==> src/pkg/tef_pkg.sv <==
// package for the timing event flags block: offsets, layouts, reset values
// assumes a 32-bit ahb-lite register bus and a 20 MHz system clock
package tef_pkg;

  // ****************************************************************
  // register offsets (printed 0x07 is not a multiple of four: index)
  // ****************************************************************
  localparam logic [7:0] IDX_FREQ_UPPER = 8'h07;  // loop_frequency_upper
  localparam logic [7:0] IDX_FLAGS      = 8'h08;  // event_flags_middle_byte
  localparam logic [7:0] IDX_MASK       = 8'h09;  // interrupt mask
  localparam logic [7:0] IDX_PENDING    = 8'h0a;  // read-to-clear summary

  // ****************************************************************
  // field positions and reset values
  // ****************************************************************
  localparam int BIT_MODE_CHANGE = 7;
  localparam int BIT_PRI_LOST    = 6;
  localparam int NUM_REF         = 6;
  localparam logic [7:0] RST_FLAGS  = 8'h3f;
  localparam logic [7:0] RST_FREQ   = 8'h00;
  localparam logic [7:0] RST_MASK   = 8'h00;
  localparam int MISS_EDGES         = 2;
  localparam logic [1:0] HTRANS_NONSEQ = 2'h2;
  localparam logic [1:0] HTRANS_SEQ    = 2'h3;

  // ****************************************************************
  // carriers
  // ****************************************************************
  typedef struct packed {
    logic [1:0]  htrans;
    logic [31:0] haddr;
    logic        hwrite;
    logic [2:0]  hsize;
    logic        hsel;
    logic        hready;
  } tef_ahb_req_t;

  typedef struct packed {
    logic          mode_change;
    logic          pri_lost;
    logic [NUM_REF-1:0] ref_change;
  } tef_events_t;

endpackage

==> src/logic/tef_edge_watch.sv <==
// missing-edge detector for the primary_loop reference
// assumes a synchronised reference level and a sample window strobe
`timescale 1ns/1ps
module tef_edge_watch #(
  parameter int MISS = 2
) (
  // clock and reset
  input  wire logic i_clk_sys,
  input  wire logic i_rst_n,
  // reference and expected-edge strobe
  input  wire logic i_ref,
  input  wire logic i_window,
  output logic      o_lost
);
  logic       ref_d, next_ref_d, seen, next_seen;
  logic [3:0] miss, next_miss;

  // count windows closing without a rising edge
  always_comb begin
    next_ref_d = i_ref;
    next_seen  = seen | (i_ref & ~ref_d);
    next_miss  = miss;
    o_lost     = 1'b0;
    if (i_window) begin
      if (next_seen) begin
        next_miss = 4'h0;
      end else if (miss < 4'(MISS)) begin
        next_miss = miss + 4'h1;
        o_lost    = (miss + 4'h1) == 4'(MISS);  // one pulse at 2nd miss
      end
      next_seen = 1'b0;
    end
  end

  // state registers
  always_ff @(posedge i_clk_sys) begin
    if (!i_rst_n) begin
      ref_d <= 1'b0;
      seen  <= 1'b0;
      miss  <= 4'h0;
    end else begin
      ref_d <= next_ref_d;
      seen  <= next_seen;
      miss  <= next_miss;
    end
  end
endmodule

==> src/logic/tef_sync3.sv <==
// three-flop input synchroniser, change accepted when flops 2 and 3 agree
// assumes asynchronous pin inputs and one system clock
`timescale 1ns/1ps
module tef_sync3 #(
  parameter int W = 1
) (
  // clock and reset
  input  wire logic         i_clk_sys,
  input  wire logic         i_rst_n,
  // data
  input  wire logic [W-1:0] i_async,
  output logic      [W-1:0] o_sync
);
  logic [W-1:0] s1, s2, s3, next_out;

  // filter: hold old value while flops disagree
  always_comb begin
    next_out = o_sync;
    for (int i = 0; i < W; i++) begin
      if (s2[i] == s3[i]) begin
        next_out[i] = s3[i];
      end
    end
  end

  // registers only; first flop feeds only the second
  always_ff @(posedge i_clk_sys) begin
    if (!i_rst_n) begin
      s1     <= '0;
      s2     <= '0;
      s3     <= '0;
      o_sync <= '0;
    end else begin
      s1     <= i_async;
      s2     <= s1;
      s3     <= s2;
      o_sync <= next_out;
    end
  end
endmodule

==> src/logic/tef_top.sv <==
// timing event flags: middle byte of event status plus frequency readout
// assumes an ahb-lite master, one 20 MHz clock, synchronous low reset
//
// The AHB-Lite interface to the registers was decided locally.
`timescale 1ns/1ps
module tef_top
  import tef_pkg::*;
#(
  parameter int NREF = tef_pkg::NUM_REF
) (
  // clock and reset
  input  wire logic              i_clk_sys,
  input  wire logic              i_rst_n,
  // ahb-lite slave
  input  wire logic              i_hsel,
  input  wire logic [31:0]       i_haddr,
  input  wire logic [1:0]        i_htrans,
  input  wire logic              i_hwrite,
  input  wire logic [2:0]        i_hsize,
  input  wire logic [31:0]       i_hwdata,
  input  wire logic              i_hready,
  output logic      [31:0]       o_hrdata,
  output logic                   o_hreadyout,
  output logic                   o_hresp,
  // synchroniser state (same clock)
  input  wire logic [1:0]        i_op_mode,
  input  wire logic [18:0]       i_loop_freq,
  input  wire logic              i_miss_window,
  // reference pins
  input  wire logic              i_primary_ref,
  input  wire logic [NREF-1:0]   i_ref_valid,
  // interrupt
  output logic                   o_irq
);
  import tef_pkg::*;

  // ****************************************************************
  // input conditioning
  // ****************************************************************
  logic [NREF-1:0] valid_s;
  logic            pri_s;
  logic            pri_lost_pulse;

  // reference validity comes from pin-side monitors
  tef_sync3 #(.W(NREF + 1)) tef_sync3_inst (
    .i_clk_sys (i_clk_sys),
    .i_rst_n   (i_rst_n),
    .i_async   ({i_primary_ref, i_ref_valid}),
    .o_sync    ({pri_s, valid_s})
  );

  tef_edge_watch #(.MISS(MISS_EDGES)) tef_edge_watch_inst (
    .i_clk_sys (i_clk_sys),
    .i_rst_n   (i_rst_n),
    .i_ref     (pri_s),
    .i_window  (i_miss_window),
    .o_lost    (pri_lost_pulse)
  );

  // ****************************************************************
  // bus address phase capture
  // ****************************************************************
  tef_ahb_req_t req;
  logic         ph_wr, ph_rd, next_ph_wr, next_ph_rd;
  logic [7:0]   ph_idx, next_ph_idx;
  logic         take;

  // word index from byte address; used for both reads and writes
  function automatic logic [7:0] word_index(input logic [31:0] a);
    return a[9:2];
  endfunction

  assign req  = '{htrans: i_htrans, haddr: i_haddr, hwrite: i_hwrite,
                  hsize: i_hsize, hsel: i_hsel, hready: i_hready};
  assign take = req.hsel && req.hready &&
                (req.htrans == HTRANS_NONSEQ || req.htrans == HTRANS_SEQ);

  // latch one pending access; slave is always zero-wait
  always_comb begin
    next_ph_wr  = take && req.hwrite;
    next_ph_rd  = take && !req.hwrite;
    next_ph_idx = take ? word_index(req.haddr) : ph_idx;
  end

  always_ff @(posedge i_clk_sys) begin
    if (!i_rst_n) begin
      ph_wr  <= 1'b0;
      ph_rd  <= 1'b0;
      ph_idx <= 8'h00;
    end else begin
      ph_wr  <= next_ph_wr;
      ph_rd  <= next_ph_rd;
      ph_idx <= next_ph_idx;
    end
  end

  assign o_hreadyout = 1'b1;
  assign o_hresp     = 1'b0;  // always okay; unmapped reads zero

  // ****************************************************************
  // event detection
  // ****************************************************************
  logic [1:0]      mode_d, next_mode_d;
  logic [NREF-1:0] valid_d, next_valid_d;
  logic [7:0]      ev;

  always_comb begin
    next_mode_d  = i_op_mode;
    next_valid_d = valid_s;
    ev           = 8'h00;
    ev[BIT_MODE_CHANGE] = (i_op_mode != mode_d);
    ev[BIT_PRI_LOST]    = pri_lost_pulse;
    ev[NREF-1:0]        = valid_s ^ valid_d;
  end

  // ****************************************************************
  // flags, mask, pending summary, frequency snapshot
  // ****************************************************************
  logic [7:0] flags, next_flags;
  logic [7:0] mask, next_mask;
  logic [7:0] pend, next_pend;
  logic [7:0] freq, next_freq;
  logic [7:0] wclr;

  always_comb begin
    wclr = (ph_wr && ph_idx == IDX_FLAGS) ? i_hwdata[7:0] : 8'h00;
    // clear first, then set so a coincident event survives
    next_flags = (flags & ~wclr) | ev;
    next_mask  = (ph_wr && ph_idx == IDX_MASK) ? i_hwdata[7:0] : mask;
    // pending summary: sticky, cleared by its own read
    next_pend  = pend;
    if (ph_rd && ph_idx == IDX_PENDING) begin
      next_pend = 8'h00;
    end
    next_pend  = next_pend | ev;  // a new event outranks the read
    // read-only view of upper loop frequency bits
    next_freq  = {5'h00, i_loop_freq[18:16]};
  end

  always_ff @(posedge i_clk_sys) begin
    if (!i_rst_n) begin
      flags   <= RST_FLAGS;
      mask    <= RST_MASK;
      pend    <= 8'h00;
      freq    <= RST_FREQ;
      mode_d  <= 2'h0;
      valid_d <= '0;
    end else begin
      flags   <= next_flags;
      mask    <= next_mask;
      pend    <= next_pend;
      freq    <= next_freq;
      mode_d  <= next_mode_d;
      valid_d <= next_valid_d;
    end
  end

  // level interrupt from unmasked pending bits
  assign o_irq = |(pend & mask);

  // ****************************************************************
  // read data
  // ****************************************************************
  logic [31:0] rdata, next_rdata;

  // registered mux; writes to the frequency register are ignored
  always_comb begin
    next_rdata = 32'h0000_0000;
    if (take && !req.hwrite) begin
      case (word_index(req.haddr))
        IDX_FREQ_UPPER: next_rdata = {24'h000000, next_freq};
        IDX_FLAGS:      next_rdata = {24'h000000, next_flags};
        IDX_MASK:       next_rdata = {24'h000000, next_mask};
        IDX_PENDING:    next_rdata = {24'h000000, next_pend};
        default:        next_rdata = 32'h0000_0000;
      endcase
    end
  end

  always_ff @(posedge i_clk_sys) begin
    if (!i_rst_n) begin
      rdata <= 32'h0000_0000;
    end else begin
      rdata <= next_rdata;
    end
  end

  assign o_hrdata = rdata;
endmodule

==> config.mk <==
export PLATFORM = sky130hd
export DESIGN_NAME = tef_top
export DESIGN_NICKNAME = d
export VERILOG_FILES = /design/src/pkg/tef_pkg.sv /design/src/logic/tef_edge_watch.sv /design/src/logic/tef_sync3.sv /design/src/logic/tef_top.sv
export SDC_FILE = /design/constraint.sdc
export NUM_CORES = 1
export LEC_CHECK = 0
export BUFFER_PORTS_ARGS = -buffer_cell sky130_fd_sc_hd__buf_2
export CAP_MARGIN = 20
export CORE_MARGIN = 5
export CORE_UTILIZATION = 40
export CTS_CLUSTER_DIAMETER = 200
export DETAILED_ROUTE_END_ITERATION = 16
export GPL_ROUTABILITY_DRIVEN = 0
export PLACE_DENSITY = 0.71
export RECOVER_POWER = 100
export SYNTH_ARGS = -nofsm -noshare
export SYNTH_HDL_FRONTEND = slang
export SYNTH_HIERARCHICAL = 1
export SYNTH_SLANG_ARGS = --single-unit
==> constraint.sdc <==
create_clock -name i_clk_sys -period 1.5 [get_ports i_clk_sys]
set_input_delay 0.075 -clock i_clk_sys [delete_from_list [all_inputs] [get_ports i_clk_sys]]
set_output_delay 0.075 -clock i_clk_sys [all_outputs]
set_load 0.005 [all_outputs]
==> results of run 1 <==
-- cells in the mapped netlist, types with 4 or more instances --
| master | count |
|---|---|
| a21boi_0 | 18 |
| a21o_1 | 4 |
| a21oi_1 | 15 |
| a22oi_1 | 4 |
| a2bb2oi_1 | 5 |
| a31oi_1 | 6 |
| and2_1 | 34 |
| buf_4 | 27 |
| clkbuf_1 | 5 |
| dfxtp_1 | 84 |
| inv_1 | 4 |
| mux2i_1 | 8 |
| nand2_1 | 33 |
| nand2b_1 | 4 |
| nand4_1 | 6 |
| nor2_1 | 4 |
| nor2b_1 | 19 |
| o21ai_0 | 8 |
| o21ai_1 | 6 |
| xor2_1 | 6 |
-- cell families (layout without fill, tap and decap cells) --
logic type / Yosys count / count (layout)
xor gates and xnor gates: 9 / 9
muxes: 8 / 8
buffers and inverters: 39 / 112
AOI/OAI and AO/OA: 69 / 69
other: 2 / 26
and+or+nand+nor: 128 / 128
DFF: 84 / 84
adders and majority gates: 2 / 2
-- worst paths after layout --
path	start	end	slack, ns	cells after the start
worst min-delay path	i_haddr[2]	ph_idx[0]$_SDFFE_PN0P_	0.02	3
worst max-delay path	ph_idx[4]$_SDFFE_PN0P_	o_hrdata[2]$_SDFF_PN0_	-0.19	6
worst max register to register	ph_idx[4]$_SDFFE_PN0P_	o_hrdata[2]$_SDFF_PN0_	-0.19	6
worst min register to register	tef_sync3_inst/s1[4]$_SDFF_PN0_	tef_sync3_inst/s2[4]$_SDFF_PN0_	0.43	1
-- timing repair --
action / in CTS / in global routing
hold buffers: 14 / 0
hold endpoints to repair: 14 / 0
endpoints found under the setup margin: 22 / 27
buffers inserted: 3 / 2
resized for setup: 11 / 17
pin swaps: 8 / 7
-- registers in the layout, indices dropped and copies added, names as in the netlist, 2 cells and up --
name	flops
flags	8
mask	8
o_hrdata	8
pend	8
ph_idx	8
tef_sync3_inst/o_sync	7
tef_sync3_inst/s1	7
tef_sync3_inst/s2	7
tef_sync3_inst/s3	7
valid_d	6
tef_edge_watch_inst/miss	4
mode_d	2
-- power groups by stage --
| stage | clock network, mW | registers (mW) | logic [mW] |
|---|---|---|---|
| 2_1_floorplan | 0 | 2.36 | 0.200 |
| 3_3_place_gp | 0 | 2.36 | 0.265 |
| 3_5_place_dp | 0 | 2.37 | 0.272 |
| 4_1_cts | 1.75 | 2.31 | 0.304 |
| 5_1_grt | 1.87 | 2.32 | 0.341 |
| 6_report | 1.70 | 2.31 | 0.303 |
-- through the flow --
step | instances | TNS (ns)
floorplan | 365 | -0.7438
global placement | 508 | -1.178
detailed placement | 508 | -1.812
CTS | 541 | -1.586
global route | 543 | -3.581
finish | 543 | -2.081
-- routing by layer --
layer	vias to the layer above	routed length, µm
met1	1229	2946
met2	57	3790
met4	0	55
met3	7	386
li1	1294	-
met5	-	0
-- final cells by class --
cell class	count	area [µm²]	share of cell area [%]
multi-input cells	242	1609	37.56
clock buffers	9	123.9	2.891
flip-flops and latches	84	1683	39.28
inverters	4	15.01	0.3505
well taps	105	131.4	3.067
clock inverters	7	88.84	2.074
repair buffers	92	633.1	14.78
-- cells in the final DEF (no fill, tap or decap), types with 4 or more instances in the layout --
master         count
inv_1              4
and2_0             9
buf_2             33
o21ai_0            8
clkbuf_8           9
a31oi_1            6
buf_4             25
dlygate4sd3_1     14
nor2b_1           18
xor2_1             6
nand2b_1           4
nor2_1             4
buf_6              6
clkbuf_1          12
a22oi_1            4
a21oi_1           10
nand2_1           33
o21ai_1            6
a21oi_4            4
nand4_1            6
mux2i_1            4
a21boi_0          17
and2_1            25
a21o_1             4
dfxtp_1           83
a2bb2oi_1          4
conb_1            26
-- tightest hold or removal path, stage by stage --
cell	delay (ns)
buf_2	0.14
nand2_1	0.06
a21boi_0	0.06
==> flow_summary.toml, run 1 <==
[grt]
use_met3_pct = 4.915
met2_usage_pct = 24.30
grt_util_all_layers_pct = 14.00
grt_start_max_net_pins = 48
grt_pass1_vias = 2475
antenna_found_initial = 0
overflow = 0
grt_pass1_wl_um = 11300
top_usage_layer = "met2"
grt_use_met1_pct = 16.26

[worst_setup_path]
crit_slowest_cell = "dfxtp_2"
start_kind = "flip-flop"
timing.critical_path.required_ns = 1.74
crit_family = "simple AND/OR/NAND/NOR gates"
crit_arrival_ns = 1.94
crit_buf_inv = 1
crit_chain = "nor4b_4 -> and4b_1 -> buf_12 -> mux2i_4 -> a2bb2oi_1 -> a31oi_1"
critPathKind = "reg -> reg"
cp-end-kind = "flip-flop"
crit_path_max_fanout = 8
slowest_delay_ns = 0.34

[route]
firstDrtPassIters = 4
drt_wl_total_um = 7178
ant_nets = 0
vias = 2587
via_per_inst = 4.764
drt_iter0_markers = 95
post_drt_wl_per_cell_um = 13.22
route.detailed.drc = 0

[synth]
netlist_area_um2 = 3377
synthesis.instances = 341
ys_async_sr_fraction_pct = 0
yosysWarnings = 6
ys_types = 43
synthSimpleGateAreaFrac_pct = 23.53
synth_mux_area_share_pct = 2.371
synth_area_leaders = "dfxtp_1 50%, and2_1 6.3%, buf_4 6.0%"
ys_seq_area_share_pct = 49.80
synth_top_area_share_pct = 49.80
synth_ff_type = "dfxtp_1"
synth_seq_cells = 84
synth-adder-area-share_pct = 0.7410
synth_top_cell_by_area = "dfxtp_1"
synth_compound_area_share_pct = 13.19
synthXorXnorAreaFrac_pct = 2.334
syn_area_per_cell_um2 = 9.903
synth_top_family_by_area = "simple AND/OR/NAND/NOR gates"
synth_edf_count = 0

[power]
power_frac_seq_pct = 53.6
combPwrFrac_pct = 7.0
total_power_mw = 4.314
p_leak_nw = 1.726
peakVddDrop_uv = 631.4
netSwitchingPower_mw = 1.060
p_sw_share_pct = 24.57
intPower_mw = 3.254
clock_power_share_pct = 39.3
powerDensity_nw_per_um2 = 1007

[final_layout]
finish.utilization_pct = 52.14
diodes = 0
syn_to_final_growth_pct = 26.86
fin_area_um2 = 4284
drive_above_1_share_pct = 23.97
nNetsFinal = 538
num-fill-cells = 770

[clock_network]
clk_pin_slew_ns = 0.09
clock_sinks = 84
cts-buffers-inserted = 9
clk_latency_ns = 0.35
htree_levels = 3
cts_tree = "built"
cts.root.buffer_cell = "clkbuf_8"
cts.path.max_buffers = 2

[die]
die_h_um = 101.9
initial_core_util_pct = 41.10
die_x_um = 101.9
core_area_um2 = 8217
std_cell_rows = 33
num_io_pins = 138
die_area_um2 = 10380

[place]
placed_area_um2 = 3804
hpwl_um = 4956
portBuffers = 43
place_ws_ns = -0.1693

[timing]
timing.final.crit_period_ns = 1.695
setup_viol = 19
fin_crit_sh_pct = 113.0
setup_ws_ns = -0.1950
slew_viol_final = 0
rsz0062_at_grt = "true"
hold_violations = 0
finClkSkew_ns = 0.007780
fmax_ghz = 0.5900
holdWs_ns = 0.01674

[worst_hold_path]
hold_path.class = "in -> reg"

[flow_run]
maxCapViolations = 0

[run_status]
violations = "setup timing"
status = "complete, but fails checks"
No activity file was read; power rests on OpenSTA's default activity.
==> inputs of run 2 (changes only) <==
CORE_ASPECT_RATIO = 1.1   (was default)
==> run 2 against run 1 <==
Against the previous run: critical path depth did not move; wire length rose by 3.3%; clock skew rose by 0.0055 ns; sequential share of layout area fell by 0.50 points; design area rose by 1.3%; via count rose by 0.58%; register-to-register slack got worse by 0.03 ns; utilization barely moved; critical endpoint is now o_hrdata[6]$_SDFF_PN0_; the run still ends with setup timing left; sequential power barely moved; final cell count rose by 1.3%; critical path type unchanged.
==> flow_summary.toml, run 2 (synthesis gave the netlist of run 1 again) <==
[run_status]
status = "complete, but fails checks"
violations = "setup timing"

[power]
p_leak_nw = 1.737
powerDensity_nw_per_um2 = 948.8
peakVddDrop_uv = 516.3
total_power_mw = 4.117

[timing]
setup_ws_ns = -0.2269
holdWs_ns = 0.01410
setup_viol = 24
fin_crit_sh_pct = 115.1
maxSlewHeadroom_pct = 63.66
slew_viol_final = 0
tightest_slew_ns = 0.5432
timing.final.crit_period_ns = 1.727
fmax_ghz = 0.5791
hold_violations = 0
rsz0062_at_grt = "true"
finClkSkew_ns = 0.01329

[clock_network]
clock_sinks = 84
htree_levels = 3
cts_tree = "built"
clk_latency_ns = 0.36
clk_pin_slew_ns = 0.09
cts.path.max_buffers = 2
cts-buffers-inserted = 9
cts.root.buffer_cell = "clkbuf_8"

[route]
post_drt_wl_per_cell_um = 13.48
dr_wl_met2_um = 3718
route.detailed.drc = 0
vias = 2602
ant_nets = 0
via_per_inst = 4.731
drt_wl_total_um = 7416
drt_iter0_markers = 71
wl_met1_um = 3124
wl_met3_um = 389
firstDrtPassIters = 4
topRoutingLayerUsed = "met4"

[grt]
antenna_found_initial = 0
grt_util_all_layers_pct = 14.41
grt_start_max_net_pins = 45
grt_pass1_vias = 2552
grt_pass1_wl_um = 12050
overflow = 0

[worst_setup_path]
r2r-start = "ph_idx[4]$_SDFFE_PN0P_"
start_kind = "flip-flop"
crit_arrival_ns = 1.96
critPathKind = "reg -> reg"
worstRegToRegCells = 6
reg2reg_to = "o_hrdata[6]$_SDFF_PN0_"
ff2ff_setup_slack_ns = -0.23
crit_path_max_fanout = 8
cp-end-kind = "flip-flop"
timing.critical_path.required_ns = 1.74

[die]
core_area_um2 = 8320
die_h_um = 106.4
die_x_um = 97.61
num_io_pins = 138
die_area_um2 = 10380
initial_core_util_pct = 40.59
std_cell_rows = 35

[final_layout]
layout_commonest_cell = "dfxtp_1"
num-fill-cells = 787
layout_common_cells = "83 x dfxtp_1, 35 x buf_2, 33 x nand2_1"
diodes = 0
nNetsFinal = 539
syn_to_final_growth_pct = 28.49
drive_above_1_share_pct = 25.97
final_cells = 550
finish.utilization_pct = 52.15

[worst_hold_path]
hold_end = "ph_rd$_SDFF_PN0_"
hold_path_depth = 3
hold_path.class = "in -> reg"
min-delay-start = "i_rst_n"

[place]
hpwl_um = 5162
place_inst = 512
portBuffers = 43

[flow_run]
maxCapViolations = 0
-- run 2: cell types whose count changed in the layout (fill, tap and decap cells not counted), moves of 3 or more --
cell,change
a2bb2oi_1,-4
a2bb2oi_2,+4
clkbuf_1,-4
buf_4,-3
-- run 2: power by group --
| part | leakage [nW] | internal, mW | switching [mW] |
|---|---|---|---|
| clock network | 0.0921 | 0.627 | 0.864 |
| registers | 0.683 | 2.28 | 0.0315 |
| logic | 0.962 | 0.158 | 0.154 |
-- run 2: how the worst max path moves through the flow --
stage                           startpoint                      to  slack (ns)
finish              ph_idx[4]$_SDFFE_PN0P_  o_hrdata[6]$_SDFF_PN0_       -0.23
global route        ph_idx[4]$_SDFFE_PN0P_  o_hrdata[0]$_SDFF_PN0_       -0.27
CTS                 ph_idx[4]$_SDFFE_PN0P_  o_hrdata[0]$_SDFF_PN0_       -0.21
detailed placement  ph_idx[4]$_SDFFE_PN0P_  o_hrdata[2]$_SDFF_PN0_       -0.22
global placement    ph_idx[4]$_SDFFE_PN0P_     flags[0]$_SDFF_PN1_       -0.11
floorplan           ph_idx[4]$_SDFFE_PN0P_  o_hrdata[0]$_SDFF_PN0_       -0.13
-- run 2: area by class of cell --
class	count	area, µm²	area share [%]
flip-flops and latches	84	1683	38.78
multi-input cells	242	1663	38.32
repair buffers	93	656.9	15.14
well taps	111	138.9	3.201
clock buffers	9	123.9	2.855
clock inverters	7	58.81	1.355
inverters	4	15.01	0.3460
-- run 2: what timing repair did --
item / in CTS / in global routing
hold buffers: 16 / 0
buffers inserted: 5 / 2
pin swaps: 13 / 10
endpoints found under the setup margin: 24 / 27
resized for setup: 14 / 26
endpoints found under the hold margin: 17 / 0
-- run 2: per-stage QoR --
step	setup slack, ns	cell area (µm²)	setup TNS (ns)
after floorplan	-0.1254	3472	-0.7438
after global placement	-0.1116	3796	-1.136
after detailed placement	-0.2159	3796	-2.067
after CTS	-0.2130	4222	-1.988
after global routing	-0.2696	4339	-4.138
final	-0.2269	4339	-2.931
-- run 2: layer usage --
layer / up-vias / track usage (%)
li1: 1297 / -
met1: 1232 / 17.52
met2: 59 / 23.65
met3: 14 / 3.412
met4: 0 / 7.517
met5: - / 0
-- run 2: critical path: stages (launching register included) --
cell and delay (ns):
dfxtp_2 0.34, nor4b_4 0.30, and4b_1 0.29, buf_12 0.17, mux2i_4 0.27, a2bb2oi_2 0.15
a21oi_1 0.07
==> inputs of run 3 (changes only) <==
PLACE_DENSITY = 0.7   (was 0.71)
SYNTH_HIERARCHICAL = default   (was 1)
==> run 3 against run 2 <==
Against the previous run: the flow still finishes with violations (setup timing); flip-flop and latch count is the same; worst hold slack gained 0.017 ns; area after synthesis rose by 6.0%; wire length grew 8.3%; power increased by 15%; maximum frequency is 3.6% lower.
==> flow_summary.toml, run 3 <==
[run_status]
status = "complete, but fails checks"
violations = "setup timing"

[grt]
grt_pass1_vias = 2747
overflow = 0
antenna_found_initial = 0
grt_start_max_net_pins = 75
grt_util_all_layers_pct = 14.57
grt_pass1_wl_um = 12610

[worst_setup_path]
cp-end-kind = "flip-flop"
crit_chain = "or4b_4 -> buf_12 -> buf_4 -> nor4_4 -> o21ai_2 -> a41oi_2"
timing.critical_path.required_ns = 1.77
slowest_delay_ns = 0.55
crit_slowest_cell = "or4b_4"
critPathKind = "reg -> reg"
crit_arrival_ns = 2.07
crit_buf_inv = 2
crit_family = "simple AND/OR/NAND/NOR gates"
start_kind = "flip-flop"
crit_path_max_fanout = 17

[timing]
setup_ws_ns = -0.2918
setup_viol = 20
tightest_slew_ns = 1.218
fmax_ghz = 0.5581
finClkSkew_ns = 0.009283
hold_violations = 0
fin_crit_sh_pct = 119.5
rsz0062_at_grt = "true"
holdWs_ns = 0.03071
timing.final.crit_period_ns = 1.792
slew_viol_final = 0
maxSlewHeadroom_pct = 18.78

[place]
portBuffers = 43
place_inst = 554
hpwl_um = 5488

[synth]
synth_top_cell_by_area = "dfxtp_1"
synth-adder-area-share_pct = 0.6988
ys_types = 48
synth_seq_cells = 84
synth_top_family_by_area = "compound AO/OA/AOI/OAI gates"
synth_mux_area_share_pct = 0
synthesis.instances = 371
synthSimpleGateAreaFrac_pct = 19.85
synth_most_common_cell = "dfxtp_1"
yosysWarnings = 0
ys_seq_area_share_pct = 46.96
netlist_area_um2 = 3581
synth_compound_area_share_pct = 20.34
ys_async_sr_fraction_pct = 0
synth_edf_count = 0
synth_area_leaders = "dfxtp_1 47%, buf_4 5.5%, and2_1 5.2%"
synth_top_area_share_pct = 46.96
syn_area_per_cell_um2 = 9.652
yosys-top-cells-count = "84 x dfxtp_1, 34 x nand2_1, 30 x and2_1"
synth_ff_type = "dfxtp_1"
synthXorXnorAreaFrac_pct = 2.201

[route]
drt_iter0_markers = 174
topRoutingLayerUsed = "met4"
wl_met3_um = 406
post_drt_wl_per_cell_um = 13.62
vias = 2871
route.detailed.drc = 0
via_per_inst = 4.866
wl_met1_um = 3470
ant_nets = 0
dr_wl_met2_um = 4067
drt_wl_total_um = 8034
firstDrtPassIters = 7

[worst_hold_path]
hold_path.class = "in -> reg"

[power]
peakVddDrop_uv = 605.2
total_power_mw = 4.731
powerDensity_nw_per_um2 = 1005
p_leak_nw = 1.906

[clock_network]
cts.root.buffer_cell = "clkbuf_8"
cts_tree = "built"
cts-buffers-inserted = 9
cts.path.max_buffers = 2
clk_latency_ns = 0.35
clock_sinks = 84
htree_levels = 3
clk_pin_slew_ns = 0.08

[final_layout]
finish.utilization_pct = 53.60
drive_above_1_share_pct = 28.57
syn_to_final_growth_pct = 31.48
layout_common_cells = "82 x dfxtp_1, 41 x buf_4, 39 x buf_2"
layout_commonest_cell = "dfxtp_1"
final_cells = 590
diodes = 0
nNetsFinal = 577
num-fill-cells = 819

[die]
die_h_um = 109.2
num_io_pins = 138
die_x_um = 100.2
core_area_um2 = 8783
initial_core_util_pct = 40.77
die_area_um2 = 10950
std_cell_rows = 36

[flow_run]
maxCapViolations = 0
==> run 3: final timing paths <==
path	startpoint	to	slack [ns]	cells after the start
setup / recovery	ph_idx[1]$_SDFFE_PN0P_	o_hrdata[0]$_SDFF_PN0_	-0.29	6
hold / removal	i_haddr[4]	ph_idx[2]$_SDFFE_PN0P_	0.03	3
setup reg to reg	ph_idx[1]$_SDFFE_PN0P_	o_hrdata[0]$_SDFF_PN0_	-0.29	6
hold reg to reg	tef_sync3_inst.s1[1]$_SDFF_PN0_	tef_sync3_inst.s2[1]$_SDFF_PN0_	0.44	1
==> run 3: power by group <==
group          internal [mW]  switching, mW
sequential              2.29         0.0355
clock                   1.26          0.754
combinational          0.196          0.195
==> run 3: what timing repair did <==
action / CTS / global route
gates resized for setup: 13 / 28
pin swaps: 0 / 9
endpoints found under the setup margin: 25 / 27
hold endpoints to repair: 16 / 0
hold buffers: 15 / 0
setup buffers: 2 / 4
==> run 3: kinds of logic (layout without fill, tap and decap cells) <==
family	Yosys count	after routing
buffers and inverters	60	141
AO/OA/AOI/OAI	104	104
flip-flops	84	84
XOR/XNOR	9	9
other	2	26
adder cells (fa/ha/maj)	2	2
AND/OR/NAND/NOR	110	110
==> run 3: area by class of cell <==
class / count / area (µm²) / area share, %
clock buffers: 10 / 127.6 / 2.711
repair buffers: 109 / 793.3 / 16.85
multi-input cells: 251 / 1772 / 37.63
clock inverters: 5 / 125.1 / 2.657
well taps: 114 / 142.6 / 3.029
flip-flops and latches: 84 / 1684 / 35.77
inverters: 17 / 63.81 / 1.355
==> run 3: per-layer routing <==
layer | vias to the layer above | global-route usage, %
met3 | 9 | 3.455
met4 | 0 | 6.449
met5 | - | 0
met1 | 1339 | 17.83
li1 | 1455 | -
met2 | 68 | 24.29
==> run 3: through the flow <==
stage | TNS, ns | setup WS, ns | area [µm²]
after global routing | -5.666 | -0.3651 | 4708
after detailed placement | -4.286 | -0.3537 | 4081
after global placement | -3.701 | -0.2947 | 4081
after floorplan | -3.269 | -0.2184 | 3692
final | -4.128 | -0.2918 | 4708
after CTS | -3.845 | -0.2933 | 4557
==> run 3: worst register-to-register path, delay by kind of cell (launching register included) <==
kind,cells,cell delay (ns)
flops,1,0.32
compound gates,2,0.29
simple gates,2,0.81
buf+inv,2,0.31
